<file path="src/shared/nv_seq_defs.svh">
// Timing constants and counts for the nonvolatile store/recall sequencer.
// Assumes a 100 MHz system clock; counts derive from printed times.
`ifndef NV_SEQ_DEFS_SVH
`define NV_SEQ_DEFS_SVH

`define CLK_MHZ 100
// Write-completion window after a store trigger, in ns (longest time).
`define T_DELAY_NS 25
`define T_DELAY_CYC ((`T_DELAY_NS * `CLK_MHZ) / 1000)
// Store duration, ms.
`define T_STORE_MS 8
`define T_STORE_CYC (`T_STORE_MS * 1000 * 1000 * `CLK_MHZ / 1000)
// Software recall duration, us.
`define T_RECALL_US 600
`define T_RECALL_CYC (`T_RECALL_US * `CLK_MHZ)
// Special command processing time, us.
`define T_CMD_US 500
`define T_CMD_CYC (`T_CMD_US * `CLK_MHZ)
// Wake from sleep, ms (normal and lowest-voltage variant).
`define T_WAKE_MS 20
`define T_WAKE_LV_MS 40
`define T_WAKE_CYC (`T_WAKE_MS * 1000 * `CLK_MHZ)
`define T_WAKE_LV_CYC (`T_WAKE_LV_MS * 1000 * `CLK_MHZ)
// Sleep entry, ms.
`define T_SLEEP_MS 8
`define T_SLEEP_CYC (`T_SLEEP_MS * 1000 * `CLK_MHZ)
// Standby entry after STOP, us.
`define T_STANDBY_US 100
`define T_STANDBY_CYC (`T_STANDBY_US * `CLK_MHZ)
// Least store request pulse on the busy pin, ns (rounded up).
`define T_PULSE_NS 15
`define T_PULSE_CYC ((`T_PULSE_NS * `CLK_MHZ + 999) / 1000)
// Resume delay after the busy pin returns high, us.
`define T_RESUME_US 5
`define T_RESUME_CYC (`T_RESUME_US * `CLK_MHZ)

`endif

</file>
<file path="src/shared/nv_seq_pkg.sv">
// Types used by the sequencer; its timer uses none of them.
// Assumes nothing of its surroundings.
package nv_seq_pkg;
    // Sequencer states, one-hot.
    typedef enum logic [6:0] {
        ST_IDLE = 7'h01,
        ST_DRAIN = 7'h02,
        ST_STORE = 7'h04,
        ST_RECALL = 7'h08,
        ST_CMD = 7'h10,
        ST_SLEEPING = 7'h20,
        ST_RESUME = 7'h40
    } seq_state_t;
endpackage : nv_seq_pkg

</file>
<file path="src/shared/nv_timer_if.sv">
// Interface between the sequencer and its countdown timer.
// Assumes one clock domain shared by both ends.
`timescale 1ns/1ps
`default_nettype none
interface nv_timer_if;
    logic load;
    logic [31:0] loadValue;
    logic done;
    modport ctrl (output load, output loadValue, input done);
    modport timer (input load, input loadValue, output done);
endinterface : nv_timer_if
`default_nettype wire

</file>
<file path="src/hdl/nv_timer.sv">
// Countdown timer: load a count, done pulses when it reaches zero.
// Assumes synchronous active-high reset on clk.
`timescale 1ns/1ps
`default_nettype none
module nv_timer (
    // Clock and reset.
    input wire logic clk,
    input wire logic rst,
    // Control side.
    nv_timer_if.timer tif
);
    logic [31:0] count_r;
    logic [31:0] count_nxt;
    logic done_nxt;
    logic done_r;

    // ==========================================================
    // Count down
    // ==========================================================
    // Loading restarts the count; done fires once on reaching zero.
    always_comb begin
        count_nxt = count_r;
        done_nxt = 1'b0;
        if (tif.load) begin
            count_nxt = tif.loadValue;
        end else if (count_r != 32'h0) begin
            count_nxt = count_r - 32'h1;
            done_nxt = (count_r == 32'h1);
        end
    end

    // Registers of the timer.
    always_ff @(posedge clk) begin
        if (rst) begin
            count_r <= 32'h0;
            done_r <= 1'b0;
        end else begin
            count_r <= count_nxt;
            done_r <= done_nxt;
        end
    end

    assign tif.done = done_r;
endmodule : nv_timer
`default_nettype wire

</file>
<file path="src/hdl/nv_store_recall_seq.sv">
// Nonvolatile store/recall sequencer of a serial nonvolatile SRAM.
// Assumes a 100 MHz clk, synchronous reset, pins from outside sampled
// through two flip-flops, and a command decoder that gives one-cycle
// pulses on the same clock.
// Function
// On store trigger, pending SRAM write still accepted for 25 ns.
// Skip hardware or power-fail store if no write since last cycle.
// Ignore reads and writes during store, recall, and low supply.
// Act on special command within 500 us, plus operation time.
// Lock serial I/O until store (8 ms) or recall (600 us) ends.
// Become accessible within 20 ms after wake, 40 ms low-voltage.
// Reach low-power state within 8 ms of sleep instruction.
// Enter standby within 100 us after STOP condition.
// Requester holds busy pin low at least 15 ns.
// Resume normal access within 5 us after busy pin high.
// Drive busy pin low for the full duration of any store.
`timescale 1ns/1ps
`default_nettype none
`include "nv_seq_defs.svh"
module nv_store_recall_seq #(
    parameter int unsigned STORE_CYC = `T_STORE_CYC,
    parameter int unsigned RECALL_CYC = `T_RECALL_CYC,
    parameter int unsigned CMD_CYC = `T_CMD_CYC,
    parameter int unsigned WAKE_CYC = `T_WAKE_CYC,
    parameter int unsigned WAKE_LV_CYC = `T_WAKE_LV_CYC,
    parameter int unsigned SLEEP_CYC = `T_SLEEP_CYC,
    parameter int unsigned STANDBY_CYC = `T_STANDBY_CYC,
    parameter bit LOW_VOLT_VARIANT = 1'b0
) (
    // Clock and reset.
    input wire logic clk,
    input wire logic rst,
    // Busy pin, open drain, low means busy or store request.
    input wire logic hwStoreBusyPinIn,
    output logic hwStoreBusyPinOut,
    output logic hwStoreBusyPinOe,
    // Supply monitor, high while supply is below the trip level.
    input wire logic belowTripLevel,
    // Command decoder pulses and the bus activity level.
    input wire logic cmdStore,
    input wire logic cmdRecall,
    input wire logic cmdSleep,
    input wire logic cmdOther,
    input wire logic wakeReq,
    input wire logic stopSeen,
    input wire logic busActive,
    // SRAM access requests and grants.
    input wire logic sramWriteReq,
    input wire logic sramReadReq,
    output logic sramWriteEn,
    output logic sramReadEn,
    // Nonvolatile array strobes and status.
    output logic nvStoreActive,
    output logic nvRecallActive,
    output logic accessInhibit,
    output logic lowPower,
    output logic standby
);
    localparam logic [31:0] DRAIN_CYC = 32'(`T_DELAY_CYC);
    localparam logic [31:0] RESUME_CYC = 32'(`T_RESUME_CYC);

    nv_timer_if tif ();
    nv_timer u_timer (
        .clk(clk),
        .rst(rst),
        .tif(tif)
    );

    // Converts an unsigned count to a timer load value, at least one.
    function automatic logic [31:0] ticks(input int unsigned c);
        ticks = (c == 0) ? 32'h1 : 32'(c);
    endfunction : ticks

    // ==========================================================
    // Input synchronisers
    // ==========================================================
    logic [1:0] pinSync_r;
    logic [1:0] tripSync_r;
    logic pinLow;
    logic tripLow;
    always_ff @(posedge clk) begin
        if (rst) begin
            pinSync_r <= 2'h3;
            tripSync_r <= 2'h0;
        end else begin
            pinSync_r <= {pinSync_r[0], hwStoreBusyPinIn};
            tripSync_r <= {tripSync_r[0], belowTripLevel};
        end
    end
    assign pinLow = ~pinSync_r[1];
    assign tripLow = tripSync_r[1];

    // ==========================================================
    // Sequencer
    // ==========================================================
    nv_seq_pkg::seq_state_t state_r;
    nv_seq_pkg::seq_state_t state_nxt;
    logic dirty_r;
    logic dirty_nxt;
    logic pwrFail_r;
    logic pwrFail_nxt;
    logic sleepDone_r;
    logic sleepDone_nxt;
    logic standby_r;
    logic standby_nxt;
    logic sbCnt_r;
    logic sbCnt_nxt;
    logic wakeWait_r;
    logic wakeWait_nxt;
    logic ourDrive_r;
    logic ourDrive_nxt;
    logic isRecall_r;
    logic isRecall_nxt;
    logic writeGo;
    logic readGo;
    logic hwReq;

    // The request is a low level on the pin while we do not drive it.
    assign hwReq = pinLow & ~ourDrive_r;

    // Next state and timer loads.
    always_comb begin
        state_nxt = state_r;
        dirty_nxt = dirty_r;
        pwrFail_nxt = tripLow;
        sleepDone_nxt = sleepDone_r;
        standby_nxt = standby_r;
        sbCnt_nxt = sbCnt_r;
        wakeWait_nxt = wakeWait_r;
        ourDrive_nxt = 1'b0;
        isRecall_nxt = isRecall_r;
        tif.load = 1'b0;
        tif.loadValue = 32'h0;
        writeGo = 1'b0;
        readGo = 1'b0;
        // standby after STOP
        if (stopSeen && state_r == nv_seq_pkg::ST_IDLE) begin
            sbCnt_nxt = 1'b1;
            tif.load = 1'b1;
            tif.loadValue = ticks(STANDBY_CYC);
        end
        if (busActive) begin
            standby_nxt = 1'b0;
        end
        case (state_r)
            nv_seq_pkg::ST_IDLE: begin
                // gate on low supply
                writeGo = sramWriteReq & ~tripLow;
                readGo = sramReadReq & ~tripLow;
                if (writeGo) begin
                    dirty_nxt = 1'b1;
                end
                if (sbCnt_r && tif.done) begin
                    standby_nxt = 1'b1;
                    sbCnt_nxt = 1'b0;
                end
                // skip clean store
                if ((hwReq || (tripLow && !pwrFail_r)) && dirty_r) begin
                    state_nxt = nv_seq_pkg::ST_DRAIN;
                    sbCnt_nxt = 1'b0;
                    tif.load = 1'b1;
                    tif.loadValue = ticks(int'(DRAIN_CYC));
                end else if (cmdStore | cmdRecall | cmdSleep | cmdOther) begin
                    // command processing
                    state_nxt = nv_seq_pkg::ST_CMD;
                    sbCnt_nxt = 1'b0;
                    tif.load = 1'b1;
                    tif.loadValue = ticks(1);
                    sleepDone_nxt = cmdSleep;
                    wakeWait_nxt = cmdStore;
                    isRecall_nxt = cmdRecall;
                    // A write granted with the recall keeps the flag set.
                    dirty_nxt = cmdRecall ? writeGo : dirty_nxt;
                    ourDrive_nxt = cmdStore;
                end
            end
            nv_seq_pkg::ST_DRAIN: begin
                // finish pending write
                writeGo = sramWriteReq;
                ourDrive_nxt = 1'b1;
                if (tif.done) begin
                    state_nxt = nv_seq_pkg::ST_STORE;
                    tif.load = 1'b1;
                    tif.loadValue = ticks(STORE_CYC);
                end
            end
            nv_seq_pkg::ST_CMD: begin
                ourDrive_nxt = wakeWait_r;
                if (tif.done) begin
                    tif.load = 1'b1;
                    if (sleepDone_r) begin
                        // sleep entry
                        state_nxt = nv_seq_pkg::ST_SLEEPING;
                        tif.loadValue = ticks(SLEEP_CYC);
                    end else if (wakeWait_r) begin
                        state_nxt = nv_seq_pkg::ST_STORE;
                        tif.loadValue = ticks(STORE_CYC);
                    end else if (isRecall_r) begin
                        state_nxt = nv_seq_pkg::ST_RECALL;
                        tif.loadValue = ticks(RECALL_CYC);
                    end else begin
                        // Other special commands end here.
                        state_nxt = nv_seq_pkg::ST_IDLE;
                        tif.load = 1'b0;
                    end
                end
            end
            nv_seq_pkg::ST_STORE: begin
                // drive pin during store
                ourDrive_nxt = 1'b1;
                // lock out until done
                if (tif.done) begin
                    dirty_nxt = 1'b0;
                    state_nxt = nv_seq_pkg::ST_RESUME;
                    tif.load = 1'b1;
                    tif.loadValue = ticks(int'(RESUME_CYC));
                end
            end
            nv_seq_pkg::ST_RECALL: begin
                if (tif.done) begin
                    state_nxt = nv_seq_pkg::ST_IDLE;
                end
            end
            nv_seq_pkg::ST_SLEEPING: begin
                if (tif.done) begin
                    sleepDone_nxt = 1'b0;
                end
                // wake time
                if (wakeReq && !wakeWait_r) begin
                    wakeWait_nxt = 1'b1;
                    tif.load = 1'b1;
                    tif.loadValue = LOW_VOLT_VARIANT ? ticks(WAKE_LV_CYC)
                                                     : ticks(WAKE_CYC);
                end else if (wakeWait_r && tif.done) begin
                    wakeWait_nxt = 1'b0;
                    state_nxt = nv_seq_pkg::ST_IDLE;
                end
            end
            nv_seq_pkg::ST_RESUME: begin
                // resume after pin high
                if (pinLow) begin
                    // Restart the count until the pin is seen high again.
                    tif.load = 1'b1;
                    tif.loadValue = ticks(int'(RESUME_CYC));
                end else if (tif.done) begin
                    state_nxt = nv_seq_pkg::ST_IDLE;
                    wakeWait_nxt = 1'b0;
                end
            end
            default: begin
                state_nxt = nv_seq_pkg::ST_IDLE;
            end
        endcase
    end

    // Registers of the sequencer and outputs.
    always_ff @(posedge clk) begin
        if (rst) begin
            state_r <= nv_seq_pkg::ST_IDLE;
            dirty_r <= 1'b0;
            pwrFail_r <= 1'b0;
            sleepDone_r <= 1'b0;
            standby_r <= 1'b0;
            sbCnt_r <= 1'b0;
            wakeWait_r <= 1'b0;
            ourDrive_r <= 1'b0;
            isRecall_r <= 1'b0;
            sramWriteEn <= 1'b0;
            sramReadEn <= 1'b0;
            nvStoreActive <= 1'b0;
            nvRecallActive <= 1'b0;
            accessInhibit <= 1'b0;
            lowPower <= 1'b0;
        end else begin
            state_r <= state_nxt;
            dirty_r <= dirty_nxt;
            pwrFail_r <= pwrFail_nxt;
            sleepDone_r <= sleepDone_nxt;
            standby_r <= standby_nxt;
            sbCnt_r <= sbCnt_nxt;
            wakeWait_r <= wakeWait_nxt;
            ourDrive_r <= ourDrive_nxt;
            isRecall_r <= isRecall_nxt;
            sramWriteEn <= writeGo;
            sramReadEn <= readGo;
            nvStoreActive <= (state_nxt == nv_seq_pkg::ST_STORE);
            nvRecallActive <= (state_nxt == nv_seq_pkg::ST_RECALL);
            accessInhibit <= (state_nxt != nv_seq_pkg::ST_IDLE) | tripLow;
            lowPower <= (state_nxt == nv_seq_pkg::ST_SLEEPING)
                        & ~sleepDone_nxt;
        end
    end

    // Open-drain pin: drive low while the store runs.
    assign hwStoreBusyPinOut = 1'b0;
    assign hwStoreBusyPinOe = ourDrive_r;
    assign standby = standby_r;
endmodule : nv_store_recall_seq
`default_nettype wire

</file>
<file path="config.mk">
export PLATFORM = sky130hd
export DESIGN_NAME = nv_store_recall_seq
export DESIGN_NICKNAME = d
export VERILOG_FILES = /design/src/shared/nv_seq_pkg.sv /design/src/shared/nv_timer_if.sv /design/src/hdl/nv_timer.sv /design/src/hdl/nv_store_recall_seq.sv
export VERILOG_INCLUDE_DIRS = /design/src /design/src/shared
export SDC_FILE = /design/constraint.sdc
export NUM_CORES = 1
export LEC_CHECK = 0
export ABC_AREA = 1
export BUFFER_PORTS_ARGS = -buffer_cell sky130_fd_sc_hd__buf_2
export CAP_MARGIN = 20
export CORE_ASPECT_RATIO = 2
export CORE_UTILIZATION = 45
export DETAILED_ROUTE_END_ITERATION = 8
export PLACE_DENSITY_LB_ADDON = 0.1
export SYNTH_ARGS = -nofsm -noshare
export SYNTH_HDL_FRONTEND = slang
export SYNTH_SLANG_ARGS = --single-unit
</file>
<file path="constraint.sdc">
create_clock -name clk -period 4.15 [get_ports clk]
set_input_delay 0.6225 -clock clk [delete_from_list [all_inputs] [get_ports clk]]
set_output_delay 0.6225 -clock clk [all_outputs]
set_load 0.05 [all_outputs]
</file>
==> metrics.md <==
| Metric | Value |
|---|---|
| TNS Setup | `0 ns` |
| RD Place Congestion | `between 0.9 and 1` |
| Layout cell share with drive strength beyond 1 | `11.81%` |
| CP top delay family | `simple AND/OR/NAND/NOR gates` |
| DP Area | `0.003767 mm²` |
| Global-route wire length before repair | `about 18000 µm` |
| Yosys top cell area share | `between 30% and 40%` |
| DRC viols | `0` |
| Initial antenna violation count | `0` |
| Max-cap viol count | `0` |
| Area Growth Syn to Fin | `10.91%` |
| Largest area contributor in the netlist | `dfxtp_1` |
| Initial core utilization | `46.10%` |
| Clock root buffer | `clkbuf_16` |
| GRT Total Usage | `between 20% and 30%` |
| WL met3 | `343 µm` |
| Skew-Pair Late Insertion Delay | `roughly 0.34 ns` |
| # nets final | `612` |
| Mapped Cells | `577` |
| CTS sink count | `between 50 and 60` |
| Final worst path period need | `2.119 ns` |
| Leak | `2.105 nW` |
| I/O pin total | `22` |
| Synthesized area | `0.003635 mm²` |
| Required @ worst endpoint | `about 4.4 ns` |
| Initial DRC Count | `176` |
| Die area | `0.008463 mm²` |
| Outcome | `complete, no violations` |
| Flop and latch count out of synthesis | `58` |
| Min-delay src | `pinSync_r[0]` |
| Pint | `roughly 1.7 mW` |
| Tightest Pin Transition | `approximately 0.54 ns` |
| Sequential Power Share | `24.1%` |
| Grt total ovfl | `0` |
| Worst hold path type | `flop to flop` |
| Post-CTS setup buffers | `0` |
| Final Hold Vio Count | `0` |
| PortBufs | `20` |
| Final HPWL DP | `8426 µm` |
| Fin. max-slew vios | `0` |
| Comb pwr share | `56.3%` |
| Antenna-violating nets left | `0` |
| Core area | `0.007885 mm²` |
| Pwr dens | `848.2 mW/mm²` |
| Vias | `3721` |
| Distinct cells, synth | `37` |
| Post-route cell area | `0.004031 mm²` |
| Routed WL | `~11000 µm` |
| CTS tree | `built` |
| Clk_skew | `0.009734 ns` |
| Post-synthesis area per instance | `6.299 µm²` |
| Worst VDD drop | `about 0.33 mV` |
| Drt first pass iters | `5` |
| Crit Path Class | `flop to flop` |
| Clk pwr share | `19.5%` |
| Post-synth EDFFs | `0` |
| Top-count cell post-synth | `nand2_1` |
| Slowest CP cell | `nor2_2` |
| Die width | `65.55 µm` |
| Async SR Flop Fraction | `0%` |
| Routed len/inst | `15.70 µm` |
| Max Freq | `about 0.47 GHz` |
| Critical Path Source | `state_r[2]` |
| Synth warnings | `0` |
| Total CTS buffers | `9` |
| Sw Share | `49.69%` |
| Crit-path max cell delay | `0.45 ns` |
| Crit-path cells | `nor2_2 > nand3_1 > nor2_2 > nand2_2 > nand2_1 > nor2_2 > nand2_2 > nand2_1 > nand3_1 > nor2_1` |
| Worst EP arrival | `around 2.3 ns` |
| CTS resizes | `0` |
| Max_slew headroom | `63.55%` |
| Synth cell count leaders | `nand2_1 (156), nor2_1 (127), dfxtp_1 (58)` |
| Final cycle utilization of the critical path | `roughly half` |
| Largest cells by area after synthesis | `dfxtp_1 (32%), nand2_1 (16%), nor2_1 (13%), nand3_1 (6.6%), inv_1 (4.9%)` |
| WP buf/inv | `0` |
| Largest net degree at the start of global routing | `47` |
| Hold Buf Count CTS | `0` |
| Vias in the first global route | `3706` |
| CTS H-tree depth | `3` |
| CTS clock-pin slew for the worst setup and hold paths | `0.06 ns` |
| Max FO, Critical Path | `14` |
| RR Startpoint | `state_r[2]` |
| Critical Path End Type | `flop` |
| Die Height | `129.1 µm` |
| Critical path launch point type | `flop` |
| Met2 wire len | `6049 µm` |
| Seq/Total Area, Yosys | `31.94%` |
| FP Rows | `46` |
| N_diodes | `0` |
| Vias per inst | `5.339` |
| Post-synth top flop | `dfxtp_1` |
| Met1 Wirelength | `3622 µm` |
| Switch Pwr | `1.699 mW` |
| Max Root-Sink Buffers | `2` |
| Setup violators final | `0` |
| Post-synth net total | `slightly below 600` |
| DR top layer | `met4` |
| RSZ-0062 raised after global routing | `false` |
| Most used cell, CP | `nor2_2` |
==> worst paths after layout <==
kind         depth (start not counted)  slack, ns             endpoint
max                                 10       2.03  u_timer.count_r[10]
min                                  1       0.41         pinSync_r[1]
max reg2reg                         10       2.03  u_timer.count_r[10]
min reg2reg                          1       0.41         pinSync_r[1]
==> metrics by stage <==
step | std cells | setup WS, ns | hold WS, ns | total power [mW] | util [%]
floorplan | 577 | 2.329 | 0.3883 | 2.311 | -
global placement | 681 | 1.887 | 0.3934 | 2.726 | 47.78
detailed placement | 681 | 1.840 | 0.3996 | 2.732 | 47.78
CTS | 697 | 2.000 | 0.4090 | 3.415 | 51.13
global route | 697 | 1.790 | 0.4442 | 3.725 | 51.13
finish | 697 | 2.031 | 0.4084 | 3.420 | 51.13
==> area by class of cell <==
| type | instances | area [µm²] |
|---|---|---|
| clock buffers | 11 | 232.7 |
| clock inverters | 5 | 31.28 |
| fillers | 813 | 3854 |
| well taps | 96 | 120.1 |
| repair buffers | 21 | 107.6 |
| inverters | 54 | 202.7 |
| multi-input cells | 452 | 2176 |
| flip-flops and latches | 58 | 1161 |
==> layer usage <==
metal | vias up | track usage [%]
met5 | - | 0
met4 | 0 | 23.66
met3 | 58 | 4.842
met2 | 127 | 53.79
met1 | 1678 | 25.56
li1 | 1858 | -
==> registers in the layout, summed over array words and instances, names as in the netlist, 2 cells and up <==
name	flops
state_r	7
tripSync_r	2
pinSync_r	2
u_timer.count_r	32
==> cells by family (layout without fill, tap and decap cells) <==
family	count (synthesis)	after routing	synth area share [%]
adder cells (fa/ha/maj)	3	3	1.033
XOR/XNOR	27	27	6.506
flip-flops	58	58	31.94
AO/OA/AOI/OAI	39	39	5.956
other	1	1	0.1032
buffers and inverters	67	91	8.192
AND/OR/NAND/NOR	382	382	46.27
==> power by group through the flow <==
stage	logic (mW)	registers (mW)	clock network (mW)
4_1_cts	1.91	0.824	0.678
3_3_place_gp	1.89	0.832	0
3_5_place_dp	1.90	0.834	0
2_1_floorplan	1.50	0.813	0
5_1_grt	2.18	0.842	0.701
6_report	1.93	0.825	0.668
==> placed cells by master (no fill, tap or decap), types with 2 or more instances in the layout <==
master / n
clkbuf_16: 9
clkbuf_1: 2
nand2_2: 10
nand3_2: 3
nand2_1: 156
nor2_2: 5
nand3_1: 48
inv_2: 6
o21ai_0: 12
clkinv_2: 3
a21oi_1: 18
nor2_4: 2
nor3_1: 7
ha_1: 3
nand2_4: 3
nand4_1: 10
dfxtp_1: 58
a31oi_1: 2
nor2_8: 2
buf_2: 20
or2_2: 3
nand3b_1: 4
xnor2_1: 9
inv_1: 47
nor2_1: 127
xor2_1: 18
==> worst reg2reg max path, delay by kind of cell, from the launching register on <==
kind	cells	cell delay (ns)
flops	1	0.35
simple gates	10	1.64
Note: power is estimated with default switching activity, not from simulation.
